File: src/bcc_pkg.sv
// ****************************************************************
// constants of the commutation core
// ****************************************************************
package bcc_pkg;

   localparam int          CLK_MHZ      = 200;
   localparam int          CLK_PERIOD_NS = 5;

   // current limit blanking, a least time so it rounds up
   localparam int          BLANK_NS     = 300;
   localparam int          BLANK_CYC    = (BLANK_NS * CLK_MHZ + 999) / 1000;
   localparam int          BLANK_W      = 8;

   // sense path: full scale of the sense code in millivolts
   localparam int          SENSE_W      = 10;
   localparam int          SENSE_FS_MV  = 1000;
   localparam int          LIMIT_MV     = 515;
   localparam logic [9:0]  LIMIT_CODE   = 10'(LIMIT_MV * 1023 / SENSE_FS_MV);

   // phase error window under which the loop counts as locked
   localparam int          LOCK_WIN_CYC = 8;
   localparam int          WIDTH_W      = 16;

   // per-phase drive codes
   localparam logic [1:0]  DRV_OFF      = 2'h0;
   localparam logic [1:0]  DRV_HI       = 2'h1;
   localparam logic [1:0]  DRV_LO       = 2'h2;

   typedef enum logic [2:0] {
      ST_STOP  = 3'b001,
      ST_RUN   = 3'b010,
      ST_STALL = 3'b100
   } bcc_state_t;

   // hall pattern is {phase3, phase2, phase1}; result index 0 is phase 1
   function automatic logic [2:0][1:0] bcc_commutate(input logic [2:0] pat);
      logic [2:0][1:0] d;
      d = '{DRV_OFF, DRV_OFF, DRV_OFF};
      unique case (pat)
         3'b101:  d = '{DRV_OFF, DRV_HI,  DRV_LO};
         3'b001:  d = '{DRV_HI,  DRV_OFF, DRV_LO};
         3'b011:  d = '{DRV_HI,  DRV_LO,  DRV_OFF};
         3'b010:  d = '{DRV_OFF, DRV_LO,  DRV_HI};
         3'b110:  d = '{DRV_LO,  DRV_OFF, DRV_HI};
         3'b100:  d = '{DRV_LO,  DRV_HI,  DRV_OFF};
         default: d = '{DRV_OFF, DRV_OFF, DRV_OFF};
      endcase
      return d;
   endfunction

endpackage

File: src/bcc_pwm_if.sv
`timescale 1ns/1ps
// ****************************************************************
// link between commutation core and pwm generator
// ****************************************************************
interface bcc_pwm_if #(parameter int PWM_W = 16);
   logic [PWM_W-1:0] period;
   logic [PWM_W-1:0] duty;
   logic             over_limit;
   logic             pwm_on;
   logic             limit_hit;

   modport ctl (output period, output duty, output over_limit, input pwm_on, input limit_hit);
   modport gen (input period, input duty, input over_limit, output pwm_on, output limit_hit);
endinterface

File: src/bcc_pwm_gen.sv
`timescale 1ns/1ps
// ****************************************************************
// pwm period counter with blanked cycle-by-cycle current limit
// ****************************************************************
module bcc_pwm_gen
   import bcc_pkg::*;
#(
   parameter int PWM_W = 16
) (
   input wire logic clk,      // core clock
   input wire logic nrst,     // sync reset, active low
   bcc_pwm_if.gen   pif       // period, duty and limit link
);

   typedef struct packed {
      logic [PWM_W-1:0]   cnt;
      logic [BLANK_W-1:0] blank;
      logic               cut;
      logic               on;
      logic               hit;
   } bcc_pwm_st_t;

   bcc_pwm_st_t s_q;
   bcc_pwm_st_t s_d;
   logic        wrap;

   if (BLANK_CYC >= (1 << BLANK_W)) begin : g_chk
      $error("blanking count does not fit its counter");
   end

   assign wrap = (s_q.cnt >= pif.period - PWM_W'(1));

   always_comb begin
      s_d     = s_q;
      s_d.hit = 1'b0;
      s_d.cnt = wrap ? '0 : s_q.cnt + PWM_W'(1);
      if (wrap) begin
         s_d.blank = '0;
         s_d.cut   = 1'b0;
      end else begin
         if (s_q.on && s_q.blank < BLANK_W'(BLANK_CYC)) begin
            s_d.blank = s_q.blank + BLANK_W'(1);
         end
         // spikes inside the blanking window are ignored
         if (s_q.on && pif.over_limit && s_q.blank == BLANK_W'(BLANK_CYC)) begin
            s_d.cut = 1'b1;
            s_d.hit = 1'b1;
         end
      end
      s_d.on = (s_d.cnt < pif.duty) && !s_d.cut;
   end

   always_ff @(posedge clk) begin
      if (!nrst) begin
         s_q <= '0;
      end else begin
         s_q <= s_d;
      end
   end

   assign pif.pwm_on    = s_q.on;
   assign pif.limit_hit = s_q.hit;
endmodule

File: src/bcc_core.sv
`timescale 1ns/1ps
module bcc_core
   import bcc_pkg::*;
#(
   parameter int PWM_W  = 16,
   parameter int HALL_W = 8,
   parameter int CNT_W  = 32
) (
   input  wire logic                 clk,                  // 200 MHz core clock
   input  wire logic                 nrst,                 // sync reset, active low
   input  wire logic [2:0][HALL_W-1:0] hall_pos,           // hall comparator positive inputs
   input  wire logic [2:0][HALL_W-1:0] hall_neg,           // hall comparator negative inputs
   input  wire logic                 direction_select,     // 1 forward table, 0 reverse
   input  wire logic                 run_stop_select,      // 1 stop, 0 run
   input  wire logic                 stop_brake_select,    // 1 free-run, 0 brake in stop
   input  wire logic                 stall_source_select,  // 1 lock detect, 0 speed pulse
   input  wire logic                 ref_clock,            // speed reference
   input  wire logic [PWM_W-1:0]     torque_command,       // torque code, larger means less duty
   input  wire logic [SENSE_W-1:0]   current_sense_input,  // sense resistor voltage code
   input  wire logic [PWM_W-1:0]     pwm_period_cycles,    // pwm period in clocks
   input  wire logic [CNT_W-1:0]     stall_cycles,         // stall protection time in clocks
   input  wire logic [CNT_W-1:0]     lock_mask_cycles,     // lock mask time in clocks
   output logic      [2:0]           phase_out_hs,         // high side gate, bit 0 is phase 1
   output logic      [2:0]           phase_out_ls,         // low side gate, bit 0 is phase 1
   output logic                      hall_bias_enable,     // hall bias current on
   output logic                      speed_pulse,          // speed pulse from hall phase 1
   output logic                      lock_detect,          // 1 when phase locked
   output logic                      phase_error_out,      // phase error pulse train
   output logic                      power_save,           // internal bias gated off
   output logic                      regulator_enable,     // regulator output kept on
   output logic                      stall_active          // stall protection tripped
);

   localparam logic [WIDTH_W-1:0] LOCK_WIN = WIDTH_W'(LOCK_WIN_CYC);
   localparam logic signed [PWM_W:0] TRIM_MAX = (PWM_W + 1)'(1 << (PWM_W - 1));

   if (PWM_W < 4 || PWM_W > 30 || HALL_W < 1 || CNT_W < 8) begin : g_chk
      $error("unsupported width parameter");
   end

   typedef struct packed {
      bcc_state_t               st;
      logic [2:0]               hall;
      logic                     sp_prev;
      logic                     ref_prev;
      logic                     up;
      logic                     dn;
      logic [WIDTH_W-1:0]       width;
      logic                     raw_lock;
      logic [CNT_W-1:0]         mask_cnt;
      logic                     lock;
      logic [CNT_W-1:0]         stall_cnt;
      logic signed [PWM_W:0]    trim;
      logic [PWM_W-1:0]         duty;
      logic [2:0]               hs;
      logic [2:0]               ls;
      logic                     hb;
      logic                     ps;
      logic                     pd;
   } bcc_core_st_t;

   bcc_core_st_t    s_q;
   bcc_core_st_t    s_d;
   logic            ref_rise;
   logic            sp_rise;
   logic            sp_toggle;
   logic            src_ok;
   logic            h1_raw;
   logic [2:0]      pattern;
   logic [2:0][1:0] drv;

   bcc_pwm_if #(.PWM_W(PWM_W)) pif ();

   bcc_pwm_gen #(.PWM_W(PWM_W)) u_pwm (
      .clk  (clk),
      .nrst (nrst),
      .pif  (pif.gen)
   );

   // ****************************************************************
   // helpers
   // ****************************************************************
   function automatic logic hall_read(input logic [HALL_W-1:0] p, input logic [HALL_W-1:0] n);
      return p > n;
   endfunction

   // base duty falls as the torque code rises, then the loop trim is added
   function automatic logic [PWM_W-1:0] sat_duty(input logic [PWM_W-1:0] per,
                                                 input logic [PWM_W-1:0] tq,
                                                 input logic signed [PWM_W:0] tr);
      logic signed [PWM_W+1:0] sum;
      sum = '0;
      if (tq < per) begin
         sum = $signed({2'b00, per - tq});
      end
      sum = sum + (PWM_W + 2)'(tr);
      if (sum < 0) begin
         return '0;
      end else if (sum > $signed({2'b00, per})) begin
         return per;
      end
      return sum[PWM_W-1:0];
   endfunction

   assign h1_raw    = hall_read(hall_pos[0], hall_neg[0]);
   assign ref_rise  = ref_clock & ~s_q.ref_prev;
   assign sp_rise   = s_q.hall[0] & ~s_q.sp_prev;
   assign sp_toggle = s_q.hall[0] ^ s_q.sp_prev;
   assign src_ok    = stall_source_select ? s_q.lock : sp_toggle;
   assign pattern   = direction_select ? s_q.hall : ~s_q.hall;
   assign drv       = bcc_commutate(pattern);

   assign pif.period     = pwm_period_cycles;
   assign pif.duty       = s_q.duty;
   assign pif.over_limit = current_sense_input >= LIMIT_CODE;

   // ****************************************************************
   // next state
   // ****************************************************************
   always_comb begin
      s_d = s_q;
      for (int i = 0; i < 3; i++) begin
         s_d.hall[i] = hall_read(hall_pos[i], hall_neg[i]);
      end
      s_d.sp_prev  = s_q.hall[0];
      s_d.ref_prev = ref_clock;

      // edge phase detector: up while reference leads, down while motor leads
      if (ref_rise && sp_rise) begin
         s_d.up = 1'b0;
         s_d.dn = 1'b0;
      end else if (ref_rise) begin
         s_d.up = ~s_q.dn;
         s_d.dn = 1'b0;
      end else if (sp_rise) begin
         s_d.dn = ~s_q.up;
         s_d.up = 1'b0;
      end
      s_d.pd = s_d.up;

      // a missing reference leaves down high, so the width runs out of lock
      if (s_q.up || s_q.dn) begin
         if (s_q.width != '1) begin
            s_d.width = s_q.width + WIDTH_W'(1);
         end
         if (s_q.width > LOCK_WIN) begin
            s_d.raw_lock = 1'b0;
         end
      end else begin
         s_d.width = '0;
      end
      if (sp_rise) begin
         s_d.raw_lock = (s_q.width <= LOCK_WIN);
      end

      // lock mask hides short locks while the loop hunts
      if (!s_q.raw_lock) begin
         s_d.mask_cnt = '0;
         s_d.lock     = 1'b0;
      end else if (s_q.mask_cnt < lock_mask_cycles) begin
         s_d.mask_cnt = s_q.mask_cnt + CNT_W'(1);
      end else begin
         s_d.lock = 1'b1;
      end

      // integrating trim closes the speed loop onto the reference
      if (s_q.up && s_q.trim < TRIM_MAX) begin
         s_d.trim = s_q.trim + (PWM_W + 1)'(1);
      end else if (s_q.dn && s_q.trim > -TRIM_MAX) begin
         s_d.trim = s_q.trim - (PWM_W + 1)'(1);
      end
      s_d.duty = sat_duty(pwm_period_cycles, torque_command, s_q.trim);

      // mode sequencing
      unique case (s_q.st)
         ST_STOP: begin
            s_d.stall_cnt = '0;
            if (!run_stop_select) begin
               s_d.st = ST_RUN;
            end
         end
         ST_RUN: begin
            if (run_stop_select) begin
               s_d.st = ST_STOP;
            end else if (src_ok) begin
               s_d.stall_cnt = '0;
            end else if (s_q.stall_cnt >= stall_cycles) begin
               s_d.st = ST_STALL;
            end else begin
               s_d.stall_cnt = s_q.stall_cnt + CNT_W'(1);
            end
         end
         ST_STALL: begin
            // only a stop releases the latched trip
            if (run_stop_select) begin
               s_d.st = ST_STOP;
            end
         end
      endcase
      s_d.hb = (s_d.st != ST_STOP);
      s_d.ps = (s_d.st == ST_STOP);

      // gates; each switch waits one clock for its partner to be off
      for (int i = 0; i < 3; i++) begin
         s_d.hs[i] = 1'b0;
         s_d.ls[i] = 1'b0;
         if (s_d.st == ST_RUN) begin
            if (drv[i] == DRV_HI) begin
               s_d.hs[i] = pif.pwm_on & ~s_q.ls[i];
               s_d.ls[i] = ~pif.pwm_on & ~s_q.hs[i];
            end else if (drv[i] == DRV_LO) begin
               s_d.ls[i] = ~s_q.hs[i];
            end
         end else if (s_d.st == ST_STOP) begin
            s_d.ls[i] = ~stop_brake_select & ~s_q.hs[i];
         end
      end
   end

   always_ff @(posedge clk) begin
      if (!nrst) begin
         s_q    <= '0;
         s_q.st <= ST_STOP;
         s_q.ps <= 1'b1;
      end else begin
         s_q <= s_d;
      end
   end

   assign phase_out_hs     = s_q.hs;
   assign phase_out_ls     = s_q.ls;
   assign hall_bias_enable = s_q.hb;
   assign speed_pulse      = s_q.hall[0];
   assign lock_detect      = s_q.lock;
   assign phase_error_out  = s_q.pd;
   assign power_save       = s_q.ps;
   assign regulator_enable = 1'b1;
   assign stall_active     = (s_q.st == ST_STALL);
endmodule

File: config.mk
export PLATFORM = sky130hd
export DESIGN_NAME = bcc_core
export DESIGN_NICKNAME = d
export VERILOG_FILES = /design/src/bcc_pkg.sv /design/src/bcc_pwm_if.sv /design/src/bcc_pwm_gen.sv /design/src/bcc_core.sv
export SDC_FILE = /design/constraint.sdc
export NUM_CORES = 1
export LEC_CHECK = 0
export BUFFER_PORTS_ARGS = -buffer_cell sky130_fd_sc_hd__buf_4
export CORE_ASPECT_RATIO = 2
export CORE_MARGIN = 3
export CORE_UTILIZATION = 55
export CTS_BUF_LIST = sky130_fd_sc_hd__clkbuf_16
export DETAILED_ROUTE_END_ITERATION = 8
export GPL_ROUTABILITY_DRIVEN = 0
export PLACE_DENSITY_LB_ADDON = 0.2
export SYNTH_ARGS = -nofsm -noshare
export SYNTH_HDL_FRONTEND = slang
export SYNTH_SLANG_ARGS = --single-unit
File: constraint.sdc
create_clock -name clk -period 16.7 [get_ports clk]
set_input_delay 0.835 -clock clk [delete_from_list [all_inputs] [get_ports clk]]
set_output_delay 0.835 -clock clk [all_outputs]
set_load 0.01 [all_outputs]
==> reports/qor.yml <==
timing:
  hold_ws_ns: 0.434
  slew_headroom_pct: 25.7
  fin_setup_tns_ns: 0
  setup_viol: 0
  rsz0062_at_grt: "no"
  finClkSkew_ns: 0.00784
  period_minus_slack_ns: 7.52
  finalCritPeriodShare_pct: 45.0
  finalHoldViolations: 0
  drv_slew: 0
  fmax_ghz: 0.133
  tightest_slew_ns: 1.11
grt:
  grt_max_degree: 60
  gr-usage-met1_pct: 24.9
  grt_util_met3_pct: 3.51
  top_usage_layer: "met2"
  grt_pass1_wl_mm: 56.8
  grt_antenna_before_repair: 0
  grt_usage_pct: 26.6
  grt_pass1_vias: 12700
  grt_use_met2_pct: 52.7
  overflow: 0
worst_setup_path:
  crit_start: "pwm_period_cycles[0]"
  required_ns: 17.00
  r2r-start: "s_q[29]"
  path_delay_family: "compound AO/OA/AOI/OAI gates"
  path_depth: 29
  end_kind: "flop"
  reg2reg_to: "pif.duty[12]"
  worst-path-buf-inv: 4
  start_kind: "primary input"
  endpoint: "pif.duty[12]"
  cp.arrival_ns: 7.82
  cpPeakStageDelay_ns: 0.81
  path_class: "in -> reg"
  slowest_stage: "o41ai_4"
  critPathMaxFanout: 18
  rr_worst_depth: 15
  r2r_slack_ns: 11.54
synth:
  avgSynthCellArea_um2: 7.79
  netlist-cell-type-count: 65
  async_flop_share_pct: 0
  syn_inst: 1724
  syn_nets: 2078
  synth_edf_count: 0
  synth.area.top_cells: "dfxtp_1, ha_1, inv_1, nor2_1, a21oi_1"
  yosys_warnings: 0
  ys_seq_elements: 159
  syn_area_um2: 13400
  synth_top_area_share_pct: 23.7
  synth_top_cell_by_area: "dfxtp_1"
  ys.flop_type: "dfxtp_1"
  ys_seq_area_share_pct: 23.7
cells_and_area:
  diodes: 0
  final_common_cell: "inv_1"
  final_cell_mix: "inv_1, ha_1, buf_4"
  nets: 2203
  final_cell_count_no_fill: 2147
  synthToLayoutAreaGrowth_pct: 14.6
  drive_gt1_share_pct: 11.9
floorplanning:
  io_pins: 174
  rows: 80
  core_um2: 23900
  die_h_um: 227
  die_area_um2: 26400
  fp.dieW_um: 116
  start_util_pct: 56.1
power:
  internal_power_uw: 909
  irDropWorstVdd_uv: 65.5
  p_sw_share_pct: 37.9
  clockPowerShare_pct: 25.7
  pwr-share-seq_pct: 30.7
  power.leakage_nw: 7.31
  power_density_nw_per_um2: 95.2
  pwr-share-comb_pct: 43.5
  power.switching_uw: 556
place:
  dp.cells: 2117
  detailed_place_hpwl_mm: 28.1
  io_buffer_count: 171
hold_path:
  hp-class: "reg -> reg"
clock_tree:
  htree_num_levels: 4
  cts_setup_buffers: 0
  clk-insertion-delay-late_ns: 0.45
  post_cts_resized: 0
  cts_inserted_buffers: 17
  cts.path.max_buffers: 2
  clock_sink_count: 159
  clockRootBuffer: "clkbuf_16"
  cts_hold_buf: 0
  clk_pin_slew_ns: 0.06
  cts_tree: "done"
route:
  viasPerCell: 5.98
  drt-total-wl_mm: 35.0
  drtPass1Iterations: 6
  drc: 0
  ant_nets: 0
  vias: 12800
  drtIter0Drc: 639
  wire_per_inst_um: 16.3
status:
  status: "complete, no violations"
job:
  maxCapViolCount: 0
==> area by class of cell <==
| class | count | area [um^2] |
|---|---|---|
| clock buffers | 17 | 425 |
| clock inverters | 13 | 126 |
| fillers | 2138 | 8540 |
| inverters | 194 | 728 |
| multi-input cells | 1296 | 9210 |
| flip-flops and latches | 159 | 3180 |
| well taps | 287 | 359 |
| repair buffers | 181 | 1360 |
==> worst register-to-register path, cell delays in order (launching register included) <==
cell and delay [ns]:
dfxtp_1 0.34, ha_1 0.40, a2111o_1 0.47, o21ba_1 0.28
o211a_1 0.20, a21oi_1 0.14, o41ai_4 0.81, xnor2_1 0.23
ha_1 0.34, o21ai_0 0.08, a21oi_1 0.09, a2111o_1 0.37
and2_1 0.18, or4_1 0.80, nand4_1 0.19, o31ai_1 0.08
==> worst min path at each step <==
| stage | from | end | slack, ns | cells after the start |
|---|---|---|---|---|
| floorplan | u_pwm.s_q[10] | u_pwm.s_q[10] | 0.41 | 2 |
| CTS | u_pwm.s_q[9] | u_pwm.s_q[9] | 0.44 | 2 |
| detailed placement | u_pwm.s_q[9] | u_pwm.s_q[9] | 0.43 | 2 |
| finish | u_pwm.s_q[9] | u_pwm.s_q[9] | 0.43 | 2 |
| global placement | u_pwm.s_q[10] | u_pwm.s_q[10] | 0.41 | 2 |
| global route | u_pwm.s_q[10] | u_pwm.s_q[10] | 0.46 | 2 |
==> routing by layer <==
metal | up-vias | share of wire, %
met5 | - | 0
met4 | 0 | 5.1
met3 | 94 | 3.1
met2 | 294 | 56
met1 | 6003 | 36
li1 | 6438 | -
==> power by group through the flow <==
stage          logic, mW  clock network (mW)  registers, mW
6_report           0.638               0.377          0.451
5_1_grt            0.711               0.397          0.456
4_1_cts            0.636               0.383          0.451
3_5_place_dp       0.631                   0          0.459
3_3_place_gp       0.613                   0          0.458
2_1_floorplan      0.488                   0          0.444
==> stage by stage <==
step / area, um^2 / utilization, % / worst slack, ns / power, mW
after global placement: 14800 / 62.0 / 8.95 / 1.07
after floorplan: 13400 / - / 9.99 / 0.932
after detailed placement: 14800 / 62.0 / 8.78 / 1.09
after CTS: 15400 / 64.3 / 9.25 / 1.47
after global routing: 15400 / 64.3 / 8.85 / 1.56
final: 15400 / 64.3 / 9.18 / 1.47
==> Yosys cell counts, types with 4 or more instances <==
| library cell | instances |
|---|---|
| xnor2_1 | 53 |
| a21oi_1 | 98 |
| clkbuf_1 | 60 |
| o41ai_1 | 21 |
| o31ai_1 | 14 |
| a31oi_1 | 8 |
| nor3_1 | 32 |
| and3_1 | 18 |
| or4_1 | 21 |
| o22ai_1 | 14 |
| or2_2 | 5 |
| o21ai_0 | 78 |
| and4_1 | 7 |
| nor2_1 | 133 |
| o21a_1 | 11 |
| a41o_1 | 4 |
| mux2i_1 | 19 |
| o211ai_1 | 18 |
| ha_1 | 190 |
| or3_1 | 22 |
| inv_1 | 194 |
| nor4_1 | 18 |
| buf_4 | 7 |
| o31a_1 | 4 |
| buf_2 | 4 |
| nand4_1 | 59 |
| nand3b_1 | 5 |
| xor2_1 | 36 |
| o2111ai_1 | 8 |
| o21bai_1 | 7 |
| a2111oi_0 | 6 |
| o211a_1 | 7 |
| nand3_1 | 78 |
| dfxtp_1 | 159 |
| and2_1 | 15 |
| nor3b_1 | 5 |
| a21o_1 | 59 |
| nand2_1 | 107 |
| a211oi_1 | 8 |
| o21ai_1 | 7 |
| o311ai_0 | 19 |
| nand2b_1 | 38 |
| nor2b_1 | 14 |
==> flip-flops by register name (all words and copies together), names as in the netlist <==
name and flops:
s_q 106, u_pwm.s_q 25, pif.duty 16, phase_out_hs 3, phase_out_ls 3, hall_bias_enable 1, lock_detect 1, phase_error_out 1
power_save 1, speed_pulse 1, u_pwm.pif.pwm_on 1
==> cells by family after synthesis <==
| logic type | Yosys count | synth area share (%) |
|---|---|---|
| compound gates | 413 | 20.8 |
| xor+xnor | 89 | 5.81 |
| fa+ha+maj | 193 | 18.2 |
| buf+inv | 269 | 7.81 |
| flops | 159 | 23.7 |
| mux | 19 | 1.42 |
| other cells | 1 | 0.0279 |
| simple gates | 581 | 22.3 |
Power figures use the tool's default switching activity.
